--- config.mk ---
export PLATFORM = sky130hd
export DESIGN_NAME = gpio_alternate_function_mux
export DESIGN_NICKNAME = d
export VERILOG_FILES = /design/src/rtl/gpio_mux_pkg.sv /design/src/rtl/gpio_alternate_function_mux.sv /design/src/rtl/gpio_sync.sv
export SDC_FILE = /design/constraint.sdc
export NUM_CORES = 1
export LEC_CHECK = 0
export BUFFER_PORTS_ARGS = -buffer_cell sky130_fd_sc_hd__buf_2
export CAP_MARGIN = 0
export CORE_AREA = 2 2 216 175
export DETAILED_ROUTE_END_ITERATION = 10
export DIE_AREA = 0 0 218 177
export MAX_ROUTING_LAYER = met4
export PLACE_DENSITY = 0.79
export SYNTH_ARGS = -nofsm -noshare
export SYNTH_HDL_FRONTEND = slang
export SYNTH_SLANG_ARGS = --single-unit
--- constraint.sdc ---
create_clock -name clk_i -period 9.5 [get_ports clk_i]
set_input_delay 0.95 -clock clk_i [delete_from_list [all_inputs] [get_ports clk_i]]
set_output_delay 0.95 -clock clk_i [all_outputs]
set_load 0.1 [all_outputs]
--- src/rtl/gpio_mux_pkg.sv ---
package gpio_mux_pkg;

  // ----------------------------------------------------------------
  // sizes
  // ----------------------------------------------------------------
  localparam int unsigned NUM_BITS = 32;
  localparam int unsigned NUM_ALT  = 3;
  localparam int unsigned ADDR_W   = 8;

  // ----------------------------------------------------------------
  // register byte offsets
  // ----------------------------------------------------------------
  localparam logic [7:0] OFS_SEL_LO    = 8'h00;  // sel fields of bits 0..15
  localparam logic [7:0] OFS_SEL_HI    = 8'h04;  // sel fields of bits 16..31
  localparam logic [7:0] OFS_GPIO_DIR  = 8'h08;
  localparam logic [7:0] OFS_GPIO_OUT  = 8'h0C;
  localparam logic [7:0] OFS_OPEN_DRN  = 8'h10;
  localparam logic [7:0] OFS_PAD_IN    = 8'h14;
  localparam logic [7:0] OFS_SEL_RSVD  = 8'h18;

  // ----------------------------------------------------------------
  // selection field codes, two bits per pad
  // ----------------------------------------------------------------
  localparam int unsigned SEL_W    = 2;
  localparam logic [1:0]  SEL_GPIO = 2'h0;
  localparam logic [1:0]  SEL_ALT1 = 2'h1;
  localparam logic [1:0]  SEL_ALT2 = 2'h2;
  localparam logic [1:0]  SEL_ALT3 = 2'h3;

  // ----------------------------------------------------------------
  // connection map per position, index 0 = first alternate
  // ----------------------------------------------------------------
  localparam logic [2:0][31:0] ALT_VALID = {32'h0066_FFFC, 32'hE01F_FFDC, 32'hFFFC_FFFC};
  localparam logic [2:0][31:0] ALT_OUT   = {32'h0002_9810, 32'h6003_0F1C, 32'hA000_4768};
  localparam logic [2:0][31:0] ALT_BIDIR = {32'h0000_0600, 32'h8018_4000, 32'h5FFC_0004};

  // ----------------------------------------------------------------
  // reset defaults
  // ----------------------------------------------------------------
  localparam int unsigned PWM_BIT       = 29;
  localparam int unsigned TDO_BIT       = 14;
  localparam logic [31:0] OPEN_DRN_RST  = 32'h2000_0000;
  localparam logic [31:0] GPIO_DIR_RST  = 32'h0000_0000;
  localparam logic [31:0] GPIO_OUT_RST  = 32'h0000_0000;
  localparam logic [1:0]  PWM_SEL_RST   = SEL_ALT1;
  localparam logic [1:0]  TDO_SEL_STRAP = SEL_ALT1;
  localparam logic        STRAP_TDO_LVL = 1'b0;

endpackage

--- src/rtl/gpio_alternate_function_mux.sv ---
// Operation
// - each pad connects exactly one source, plain GPIO or one chosen alternate.
// - every bit offers three alternate positions, each input, output or bidirectional.
// - a position with no assigned signal is reserved and gives no alternate function.
// - bit indices are logical GPIO numbers, used directly for all decoding.
// - after reset every bit is a GPIO input, except bits 29 and 14.
// - after reset bit 29 carries the PWM output as an open-drain output.
// - bit 14 defaults to test data output only when strap is low in reset.
//
// Decided for this implementation: the placing of the registers and strobed register access.
`timescale 1ns/1ps

module gpio_alternate_function_mux (
  // clock and reset
  input  wire logic        clk_i,
  input  wire logic        rst_n_i,
  // register port
  input  wire logic [7:0]  addr_i,
  input  wire logic [31:0] wdata_i,
  input  wire logic        we_i,
  input  wire logic        re_i,
  output logic      [31:0] rdata_o,
  // reset strap
  input  wire logic        bus_data_strap_bit_i,
  // peripheral side, one group per alternate position
  input  wire logic [31:0] alt1_out_i,
  input  wire logic [31:0] alt1_oe_i,
  output logic      [31:0] alt1_in_o,
  input  wire logic [31:0] alt2_out_i,
  input  wire logic [31:0] alt2_oe_i,
  output logic      [31:0] alt2_in_o,
  input  wire logic [31:0] alt3_out_i,
  input  wire logic [31:0] alt3_oe_i,
  output logic      [31:0] alt3_in_o,
  // pads of general_io_bank_zero
  input  wire logic [31:0] pad_in_i,
  output logic      [31:0] pad_out_o,
  output logic      [31:0] pad_oe_o
);

  // ----------------------------------------------------------------
  // reset release and input synchronisers
  // ----------------------------------------------------------------
  logic        rst_meta;
  logic        rst_q;
  logic [31:0] pad_s;
  logic        strap_s;

  always_ff @(posedge clk_i or negedge rst_n_i)
  begin
    if (!rst_n_i)
    begin
      rst_meta <= 1'b0;
      rst_q    <= 1'b0;
    end
    else
    begin
      rst_meta <= 1'b1;
      rst_q    <= rst_meta;
    end
  end

  gpio_sync #(.WIDTH(32)) u_pad_sync (
    .clk_i (clk_i),
    .d_i   (pad_in_i),
    .q_o   (pad_s)
  );

  gpio_sync #(.WIDTH(1)) u_strap_sync (
    .clk_i (clk_i),
    .d_i   (bus_data_strap_bit_i),
    .q_o   (strap_s)
  );

  // ----------------------------------------------------------------
  // control registers
  // ----------------------------------------------------------------
  logic [1:0]  sel_q [32];
  logic [31:0] dir;
  logic [31:0] gout;
  logic [31:0] od;
  logic        strap_done;
  logic        wr_lo;
  logic        wr_hi;

  assign wr_lo = we_i && (addr_i == gpio_mux_pkg::OFS_SEL_LO);
  assign wr_hi = we_i && (addr_i == gpio_mux_pkg::OFS_SEL_HI);

  // strap taken once, on the first cycle after the released reset
  always_ff @(posedge clk_i or negedge rst_q)
  begin
    if (!rst_q)
      strap_done <= 1'b0;
    else
      strap_done <= 1'b1;
  end

  genvar g;
  generate
    for (g = 0; g < 32; g++)
    begin : g_sel
      localparam logic [1:0] SEL_RST = (g == gpio_mux_pkg::PWM_BIT) ? gpio_mux_pkg::PWM_SEL_RST
                                                                    : gpio_mux_pkg::SEL_GPIO;
      always_ff @(posedge clk_i or negedge rst_q)
      begin
        if (!rst_q)
          sel_q[g] <= SEL_RST;
        else if ((g < 16) ? wr_lo : wr_hi)
          sel_q[g] <= wdata_i[2*(g%16) +: 2];  // logical index picks the field
        else if (g == gpio_mux_pkg::TDO_BIT && !strap_done)
          sel_q[g] <= (strap_s == gpio_mux_pkg::STRAP_TDO_LVL) ? gpio_mux_pkg::TDO_SEL_STRAP
                                                               : gpio_mux_pkg::SEL_GPIO;
      end
    end
  endgenerate

  always_ff @(posedge clk_i or negedge rst_q)
  begin
    if (!rst_q)
    begin
      dir  <= gpio_mux_pkg::GPIO_DIR_RST;  // all inputs
      gout <= gpio_mux_pkg::GPIO_OUT_RST;
      od   <= gpio_mux_pkg::OPEN_DRN_RST;
    end
    else if (we_i)
    begin
      if (addr_i == gpio_mux_pkg::OFS_GPIO_DIR)
        dir <= wdata_i;
      if (addr_i == gpio_mux_pkg::OFS_GPIO_OUT)
        gout <= wdata_i;
      if (addr_i == gpio_mux_pkg::OFS_OPEN_DRN)
        od <= wdata_i;
    end
  end

  // ----------------------------------------------------------------
  // per-bit pad multiplexer
  // ----------------------------------------------------------------
  logic [2:0][31:0] alt_out;
  logic [2:0][31:0] alt_oe;
  logic [31:0]      next_pad_out;
  logic [31:0]      next_pad_oe;
  logic [2:0][31:0] next_alt_in;
  logic [31:0]      sel_rsvd;
  logic [31:0]      sel_gpio;
  logic [2:0][31:0] sel_alt;

  assign alt_out = {alt3_out_i, alt2_out_i, alt1_out_i};
  assign alt_oe  = {alt3_oe_i, alt2_oe_i, alt1_oe_i};

  generate
    for (g = 0; g < 32; g++)
    begin : g_mux
      logic [1:0] pos;
      logic       src_o;
      logic       src_e;

      assign pos = sel_q[g] - 2'h1;
      assign sel_gpio[g] = (sel_q[g] == gpio_mux_pkg::SEL_GPIO);

      for (genvar k = 0; k < 3; k++)
      begin : g_pos
        assign sel_alt[k][g] = !sel_gpio[g] && (pos == 2'(k));
        // a peripheral sees the pad only when its position is chosen and can receive
        assign next_alt_in[k][g] = sel_alt[k][g] && gpio_mux_pkg::ALT_VALID[k][g]
                                   && !gpio_mux_pkg::ALT_OUT[k][g] && pad_s[g];
      end

      assign sel_rsvd[g] = !sel_gpio[g] && !gpio_mux_pkg::ALT_VALID[pos][g];

      // exactly one source reaches the pad; a reserved choice leaves it an input
      always_comb
      begin
        src_o = 1'b0;
        src_e = 1'b0;
        if (sel_gpio[g])
        begin
          src_o = gout[g];
          src_e = dir[g];
        end
        else if (!sel_rsvd[g])
        begin
          src_o = alt_out[pos][g];
          if (gpio_mux_pkg::ALT_OUT[pos][g])
            src_e = 1'b1;
          else if (gpio_mux_pkg::ALT_BIDIR[pos][g])
            src_e = alt_oe[pos][g];
        end
      end

      // open drain only ever pulls low, an external pull-up gives the high
      assign next_pad_out[g] = od[g] ? 1'b0 : src_o;
      assign next_pad_oe[g]  = od[g] ? (src_e && !src_o) : src_e;
    end
  endgenerate

  always_ff @(posedge clk_i or negedge rst_q)
  begin
    if (!rst_q)
    begin
      pad_out_o <= 32'h0000_0000;
      pad_oe_o  <= 32'h0000_0000;
      alt1_in_o <= 32'h0000_0000;
      alt2_in_o <= 32'h0000_0000;
      alt3_in_o <= 32'h0000_0000;
    end
    else
    begin
      pad_out_o <= next_pad_out;
      pad_oe_o  <= next_pad_oe;
      alt1_in_o <= next_alt_in[0];
      alt2_in_o <= next_alt_in[1];
      alt3_in_o <= next_alt_in[2];
    end
  end

  // ----------------------------------------------------------------
  // read port
  // ----------------------------------------------------------------
  logic [31:0] next_rdata;
  logic [31:0] sel_lo_word;
  logic [31:0] sel_hi_word;

  always_comb
  begin
    sel_lo_word = 32'h0000_0000;
    sel_hi_word = 32'h0000_0000;
    for (int i = 0; i < 16; i++)
    begin
      sel_lo_word[2*i +: 2] = sel_q[i];
      sel_hi_word[2*i +: 2] = sel_q[i+16];
    end
  end

  always_comb
  begin
    next_rdata = 32'h0000_0000;
    if (re_i)
    begin
      unique case (addr_i)
        gpio_mux_pkg::OFS_SEL_LO:   next_rdata = sel_lo_word;
        gpio_mux_pkg::OFS_SEL_HI:   next_rdata = sel_hi_word;
        gpio_mux_pkg::OFS_GPIO_DIR: next_rdata = dir;
        gpio_mux_pkg::OFS_GPIO_OUT: next_rdata = gout;
        gpio_mux_pkg::OFS_OPEN_DRN: next_rdata = od;
        gpio_mux_pkg::OFS_PAD_IN:   next_rdata = pad_s;
        gpio_mux_pkg::OFS_SEL_RSVD: next_rdata = sel_rsvd;
        default:                    next_rdata = 32'h0000_0000;
      endcase
    end
  end

  // data stand only in the cycle after the strobe
  always_ff @(posedge clk_i or negedge rst_q)
  begin
    if (!rst_q)
      rdata_o <= 32'h0000_0000;
    else
      rdata_o <= next_rdata;
  end

  // ----------------------------------------------------------------
  // checks
  // ----------------------------------------------------------------
  logic [1:0]  wlow;
  logic [31:0] in_only1;

  assign wlow     = wdata_i[1:0];
  assign in_only1 = gpio_mux_pkg::ALT_VALID[0] & ~gpio_mux_pkg::ALT_OUT[0] & ~gpio_mux_pkg::ALT_BIDIR[0];

  chk_one_route: assert property (
    @(posedge clk_i) disable iff (!rst_q)
    ((alt1_in_o & alt2_in_o) | (alt1_in_o & alt3_in_o) | (alt2_in_o & alt3_in_o)) == 32'h0000_0000)
    else $error("pad routed to more than one peripheral");

  chk_out_drive: assert property (
    @(posedge clk_i) disable iff (!rst_q)
    ##1 (($past(sel_alt[0]) & gpio_mux_pkg::ALT_OUT[0] & ~$past(od) & ~pad_oe_o) == 32'h0000_0000))
    else $error("output-only alternate not driving its pad");

  chk_in_release: assert property (
    @(posedge clk_i) disable iff (!rst_q)
    ##1 (($past(sel_alt[0]) & in_only1 & pad_oe_o) == 32'h0000_0000))
    else $error("input-only alternate drives its pad");

  chk_reserved_quiet: assert property (
    @(posedge clk_i) disable iff (!rst_q)
    ##1 (($past(sel_rsvd) & (pad_oe_o | alt1_in_o | alt2_in_o | alt3_in_o)) == 32'h0000_0000))
    else $error("reserved position is active");

  chk_index_decode: assert property (
    @(posedge clk_i) disable iff (!rst_q)
    wr_lo |=> sel_q[0] == $past(wlow))
    else $error("sel field of bit 0 not taken from its logical field");

  chk_reset_inputs: assert property (
    @(posedge clk_i) disable iff (!rst_n_i)
    $rose(rst_q) |-> (dir == 32'h0000_0000) && ((sel_gpio | 32'h2000_4000) == 32'hFFFF_FFFF))
    else $error("bit not a plain input after reset");

  chk_pwm_default: assert property (
    @(posedge clk_i) disable iff (!rst_n_i)
    $rose(rst_q) |-> (sel_q[29] == gpio_mux_pkg::SEL_ALT1) && od[29] ##1 !pad_out_o[29])
    else $error("bit 29 not open-drain pulse output after reset");

  chk_strap_tdo: assert property (
    @(posedge clk_i) disable iff (!rst_q)
    $rose(strap_done) |-> ((sel_q[14] == gpio_mux_pkg::SEL_ALT1) == !$past(strap_s)))
    else $error("bit 14 default disagrees with strap");

  chk_gpio_dir: assert property (
    @(posedge clk_i) disable iff (!rst_q)
    ##1 (pad_oe_o & $past(sel_gpio) & ~$past(od)) == ($past(dir) & $past(sel_gpio) & ~$past(od)))
    else $error("gpio direction not reflected on pad enable");

endmodule

--- src/rtl/gpio_sync.sv ---
`timescale 1ns/1ps

module gpio_sync #(
  parameter int unsigned WIDTH = 1
) (
  // clock
  input  wire logic             clk_i,
  // async levels in, synchronised out
  input  wire logic [WIDTH-1:0] d_i,
  output logic      [WIDTH-1:0] q_o
);

  // no reset: the chain keeps tracking while reset is held, so a strap is
  // already settled at the moment the reset is released
  logic [WIDTH-1:0] meta;

  always_ff @(posedge clk_i)
  begin
    meta <= d_i;
    q_o  <= meta;
  end

endmodule

==> results of run 1 <==
## stage by stage
stage | area (sq um) | hold WS [ns] | util [%]
floorplan | 17500 | 0.310 | -
detailed placement | 19400 | 0.312 | 53.1
finish | 20700 | 0.201 | 56.7
global placement | 19400 | 0.311 | 53.1
CTS | 20700 | 0.176 | 56.7
global route | 20700 | 0.176 | 56.7
## sequential cells by signal, summed over array words and instances, names as in the netlist
signal and cells:
strap_done 1, alt3_in_o 13, rst_q 1, alt1_in_o 19
u_strap_sync.meta 1, dir 32, u_strap_sync.q_o 1, sel_lo_word 32
sel_hi_word 32, rdata_o 32, gout 32, od 32
alt2_in_o 10, rst_meta 1, pad_oe_o 32, pad_out_o 32
u_pad_sync.meta 32, u_pad_sync.q_o 32
## worst max-delay path: stages
cell     delay [ns]
buf_2          0.42
nor2b_4        0.23
buf_4          0.54
nand2_1        0.21
or4b_2         1.03
buf_4          0.39
mux2_1         0.35
## cells in the final DEF (no fill, tap or decap), types with 6 or more instances in the layout
cell	count
mux2i_1	67
buf_2	344
a22o_1	30
mux2_4	30
mux2_2	111
mux4_2	18
a211oi_1	19
and2_1	43
nor2b_1	21
o21ai_0	70
nand2_1	79
clkinv_2	8
ha_1	109
a22oi_1	30
a32oi_1	11
dfxtp_1	66
clkbuf_1	6
clkbuf_8	6
inv_1	81
dfrtp_1	298
or3b_2	8
nand3b_1	46
a21oi_1	46
a2bb2oi_1	9
clkbuf_16	39
nor2_1	77
conb_1	56
buf_4	15
## how the worst min path moves through the flow
| stage | endpoint | slack [ns] | cells past startpoint |
|---|---|---|---|
| 3_5_place_dp | u_pad_sync.q_o[15] | 0.31 | 0 |
| 6_report | rst_q | 0.20 | 1 |
| 5_1_grt | rst_q | 0.18 | 1 |
| 4_1_cts | rst_q | 0.18 | 1 |
| 3_3_place_gp | u_pad_sync.q_o[13] | 0.31 | 0 |
| 2_1_floorplan | u_pad_sync.q_o[0] | 0.31 | 0 |
## routing by layer
metal	track usage [%]	share of wire, %
met1	35.6	43
met2	42.2	47
met3	4.19	7.0
met4	9.33	3.1
met5	-	0
## cell families after synthesis
logic type | after synthesis | share of synthesized area [%]
compound gates | 243 | 9.41
xor+xnor | 3 | 0.152
fa+ha+maj | 109 | 7.87
buf+inv | 188 | 5.49
flops | 367 | 51.1
mux | 231 | 16.3
other cells | 2 | 0.0433
simple gates | 309 | 9.62
## power breakdown
group	internal [mW]	switching, mW
Sequential	1.65	0.0794
Clock	0.941	0.634
Combinational	0.198	0.586
Total	2.79	1.30
## final cells by class
class                   instances  share of cell area [%]
flip-flops and latches        367                    42.7
multi-input cells             951                    37.6
repair buffers                360                    8.94
clock buffers                  51                    5.21
well taps                     487                    2.94
inverters                      81                    1.47
clock inverters                18                    1.12
diodes                          5                  0.0603
==> summary.md, run 1 <==
| Metric | Value |
|---|---|
| Post-synth EDFFs | 0 |
| R2R Setup Slk | 7.27 ns |
| Yosys top cell area share | 43.2% |
| Mean post-synth cell area | 11.9 sq um |
| Post-CTS sizing | 0 |
| Final Critical Period | 3.74 ns |
| R2r worst-path depth | 6 |
| Drc violations | 0 |
| CP arrival | 4.16 ns |
| Area growth, synth to finish | 19.7% |
| Pre-CTS setup slack | 5.24 ns |
| Crit Path Class | primary input to register |
| Worst Setup Slack, final | 5.76 ns |
| Share of the yosys chip area belonging to registers | 51.1% |
| Initial antenna violation count | 5 |
| Drt initial violations | 791 |
| Clock slew at reported path FFs | 0.06 ns |
| DR pass1 iterations | 5 |
| Total negative slack | 0 ns |
| Non-Filler Instances | 2320 |
| Hold Buf Count CTS | 0 |
| Max Slew Vio Count | 0 |
| Cells after Synth | 1452 |
| Worst EP required | 9.92 ns |
| Tightest Hold Check Type | primary input to async pin |
| Crit Path Max Fanout | 35 |
| Leading area contributor after synthesis | dfrtp_1 |
| Vias in the first global route | 13100 |
| Critical R2R Launch | sel_lo_word[12] |
| Die height | 177 microns |
| Layout cells sized above 1 | 33.8% |
| Max_slew headroom | 24.5% |
| CP startpoint | addr_i[3] |
| Clk sink count | 367 |
| DRT antenna net count | 0 |
| Least-Margin Pin Slew | 1.12 ns |
| Pleak | 10.4 nW |
| Area of the multi-input gates | 7790 sq um |
| Initial Utilization | 47.4% |
| Synth cell count leaders | dfrtp_1 (299), mux2_2 (111), ha_1 (109), inv_1 (81), nand2_1 (79) |
| GRT Util Overall | 26.9% |
| CTS tree | yes |
| Critical path destination | gout[8] |
| Die ar. | 38600 sq um |
| Yosys cell types | 59 |
| Fmax | 267 MHz |
| Final Wtd Congestion | 0.865 |
| Clk buf depth | 3 |
| Inst Count DP | 2246 |
| Max Clock Skew | 0.0182 ns |
| Yosys Warn Count | 0 |
| Seq cells post-synth | 367 |
| Critical path capture point type | register |
| Setup repair after global routing missed its margin | no |
| Final hold viol count | 0 |
| Core Footprint | 36600 sq um |
| Postcts setup bufs | 0 |
| WL final | 50900 microns |
| Clk_lat worst skew | 0.53 ns |
| Maxcap violations | 0 |
| Root Buffer | clkbuf_16 |
| Ys async rst share | 82.0% |
| Synth Flop Type | dfrtp_1 |
| Worst R2R End | pad_out_o[6] |
| Layout Nets | 2177 |
| Period utilization | 39.4% |
| Num ports | 461 |
| TritonCTS buffer count | 38 |
| GRT Residual Overflow | 0 |
| Total power | 4.09 mW |
| H-tree Lvls | 2 |
| Vias/cell | 5.50 |
| Port Buf Inserts | 346 |
| Max VDD drop | 171 uV |
| Status | finished clean |
| Hpwl dp | 34900 microns |
| Filler instances | 2994 |
| Register Area | 8860 sq um |
| Setup violations, final | 0 |
| Startpoint type of the worst setup path | primary input |
| Global-route wire length before repair | 76000 microns |
| Power per cell area | 197 nW/um^2 |
| Most area-consuming cells after synthesis | dfrtp_1 (43%), ha_1 (7.9%), dfxtp_1 (7.6%) |
| Post-Synthesis Cell Area | 17300 sq um |
| Cell with the most instances after synthesis | dfrtp_1 |
| # rows | 63 |
| Total number of vias | 12800 |
| Wire per inst | 21.9 microns |
| Largest net degree at the start of global routing | 170 |
| Die W | 218 microns |
No activity file was read; power rests on OpenSTA's default activity.
==> inputs of run 2 (changes only) <==
clock period = 3.4 ns   (was 9.5 ns; I/O delays follow)
==> summary.md, run 2 (synthesis gave the netlist of run 1 again) <==
| Metric | Value |
|---|---|
| Largest net degree at the start of global routing | 66 (-61%) |
| Vias in the first global route | 13500 (+3.2%) |
| Setup repair after global routing missed its margin | no |
| DR pass1 iterations | 8 (+3) |
| WL final | 51200 microns (+0.54%) |
| Leading cell type in the layout, fill and taps excluded | buf_2 |
| Startpoint type of the worst setup path | register |
| Die W | 218 microns (unchanged) |
| H-tree Lvls | 2 (unchanged) |
| Root Buffer | clkbuf_16 |
| Post-Route Utilization | 58.1% (+1.4 points) |
| Hold path depth | 3 |
| Setup violations, final | 0 (unchanged) |
| GRT Util Overall | 27.3% (+0.45 points) |
| Drc violations | 0 (unchanged) |
| Die ar. | 38600 sq um (unchanged) |
| Final Critical Period | 2.27 ns |
| Final Wtd Congestion | 0.873 (+0.94%) |
| R2r worst-path depth | 6 (unchanged) |
| Layout cells sized above 1 | 33.7% (-0.10 points) |
| Power per cell area | 533 nW/um^2 (+170%) |
| Hpwl dp | 36900 microns (+5.4%) |
| Crit Path Class | register to register |
| Area growth, synth to finish | 22.6% |
| Port Buf Inserts | 346 (unchanged) |
| Max_slew headroom | 35.4% (+11 points) |
| # rows | 63 (unchanged) |
| Crit path cell chain | inv_1, ha_1, mux2i_1, o21ai_0, or3b_2, a21oi_1 |
| Tightest Hold Check Type | primary input to register |
| Initial antenna violation count | 10 (+5) |
| TritonCTS buffer count | 39 (+2.6%) |
| Layout Nets | 2232 (+2.5%) |
| Core Footprint | 36600 sq um (unchanged) |
| Clock slew at reported path FFs | 0.06 ns (about the same) |
| Clk buf depth | 3 (unchanged) |
| Fmax | 441 MHz |
| Worst EP required | 3.82 ns (-6.10 ns) |
| Critical path capture point type | register |
| Max Slew Vio Count | 0 (unchanged) |
| Clk_lat worst skew | 0.53 ns (about the same) |
| Status | finished clean |
| CTS tree | yes |
| Postcts setup bufs | 0 (unchanged) |
| Post-route cell area | 21300 sq um (+2.4%) |
| Period utilization | 66.7% |
| CP arrival | 2.68 ns (-1.48 ns) |
| Filler instances | 2979 (-0.50%) |
| Global-route wire length before repair | 76900 microns (+1.2%) |
| Die height | 177 microns (unchanged) |
| Max VDD drop | 444 uV (+160%) |
| Clk sink count | 367 (unchanged) |
| Crit Path Max Fanout | 5 (-86%) |
| Post-CTS sizing | 0 (unchanged) |
| Most frequent cells in the layout | buf_2 (345), dfrtp_1 (298), mux2_2 (111) |
| Hold WS | 0.0842 ns (-0.117 ns) |
| Total negative slack | 0 ns (unchanged) |
| Initial Utilization | 47.4% (unchanged) |
| Final hold viol count | 0 (unchanged) |
| Least-Margin Pin Slew | 0.969 ns (-0.155 ns) |
| Maxcap violations | 0 (unchanged) |
| Crit path max-delay cell type | dfrtp_1 |
| Num ports | 461 (unchanged) |
| Max Clock Skew | 0.0173 ns (-0.000900 ns) |
| GRT Residual Overflow | 0 (unchanged) |
| Wire per inst | 21.5 microns (-2.0%) |
| Pleak | 10.6 nW (+2.2%) |
| Vias/cell | 5.47 (-0.69%) |
| Crit-path max cell delay | 0.55 ns (-0.48 ns) |
| DRT antenna net count | 0 (unchanged) |
| Total number of vias | 13000 (+1.9%) |
| Drt initial violations | 872 (+10%) |
| Post-place instance area | 19600 sq um (+0.94%) |
==> run 2: report_power, final <==
| group | total [mW] | internal [mW] | leakage, nW | switching (mW) |
|---|---|---|---|---|
| sequential | 4.83 | 4.61 | 4.52 | 0.224 |
| clock | 4.25 | 2.52 | 0.624 | 1.73 |
| combinational | 2.24 | 0.593 | 5.48 | 1.64 |
| total | 11.3 | 7.72 | 10.6 | 3.60 |
==> run 2: area by class of cell <==
cell class / count / area, sq um / share of cell area [%]
inverter: 81 / 304 / 1.43
tap: 487 / 609 / 2.87
clock inverter: 13 / 129 / 0.606
sequential: 367 / 8860 / 41.7
clock buffer: 58 / 1160 / 5.46
multi-input combinational: 951 / 7790 / 36.6
antenna: 9 / 22.5 / 0.106
timing repair buffer: 414 / 2380 / 11.2
==> run 2: path summary, 6_finish.rpt <==
path	startpoint	end	slack (ns)
setup / recovery	sel_lo_word[30]	pad_out_o[15]	1.13
hold / removal	wdata_i[20]	sel_lo_word[20]	0.08
setup reg to reg	sel_lo_word[30]	pad_out_o[15]	1.13
hold reg to reg	u_pad_sync.meta[6]	u_pad_sync.q_o[6]	0.32
max in group asynchronous	rst_q	od[29]	2.00
min in group asynchronous	rst_n_i	rst_q	0.13
==> run 2: metal layers <==
metal | global-route usage (%) | vias up | share of wire [%]
li1 | - | 5805 | -
met1 | 34.3 | 6443 | 41
met2 | 41.8 | 624 | 46
met3 | 6.75 | 136 | 8.7
met4 | 12.7 | 0 | 4.3
met5 | - | - | 0
==> run 2: stage by stage <==
stage          setup WS (ns)  total power [mW]  std cells
2_1_floorplan          0.406              6.57       1506
3_5_place_dp           0.703              7.10       2266
6_report                1.13              11.3       2380
4_1_cts                 1.18              11.4       2371
3_3_place_gp           0.720              7.06       2266
5_1_grt                0.991              11.8       2379
==> run 2: what timing repair did <==
item,4_1_cts,5_1_grt
setup endpoints to repair,0,0
hold endpoints to repair,35,0
hold buffers,34,0
==> run 2: worst max-delay path: cells and delay by family, from the launching register on <==
family          cells  cell delay [ns]
buf+inv             1             0.17
compound gates      2             0.48
fa+ha+maj           1             0.36
mux                 1             0.13
flops               1             0.55
simple gates        1             0.47
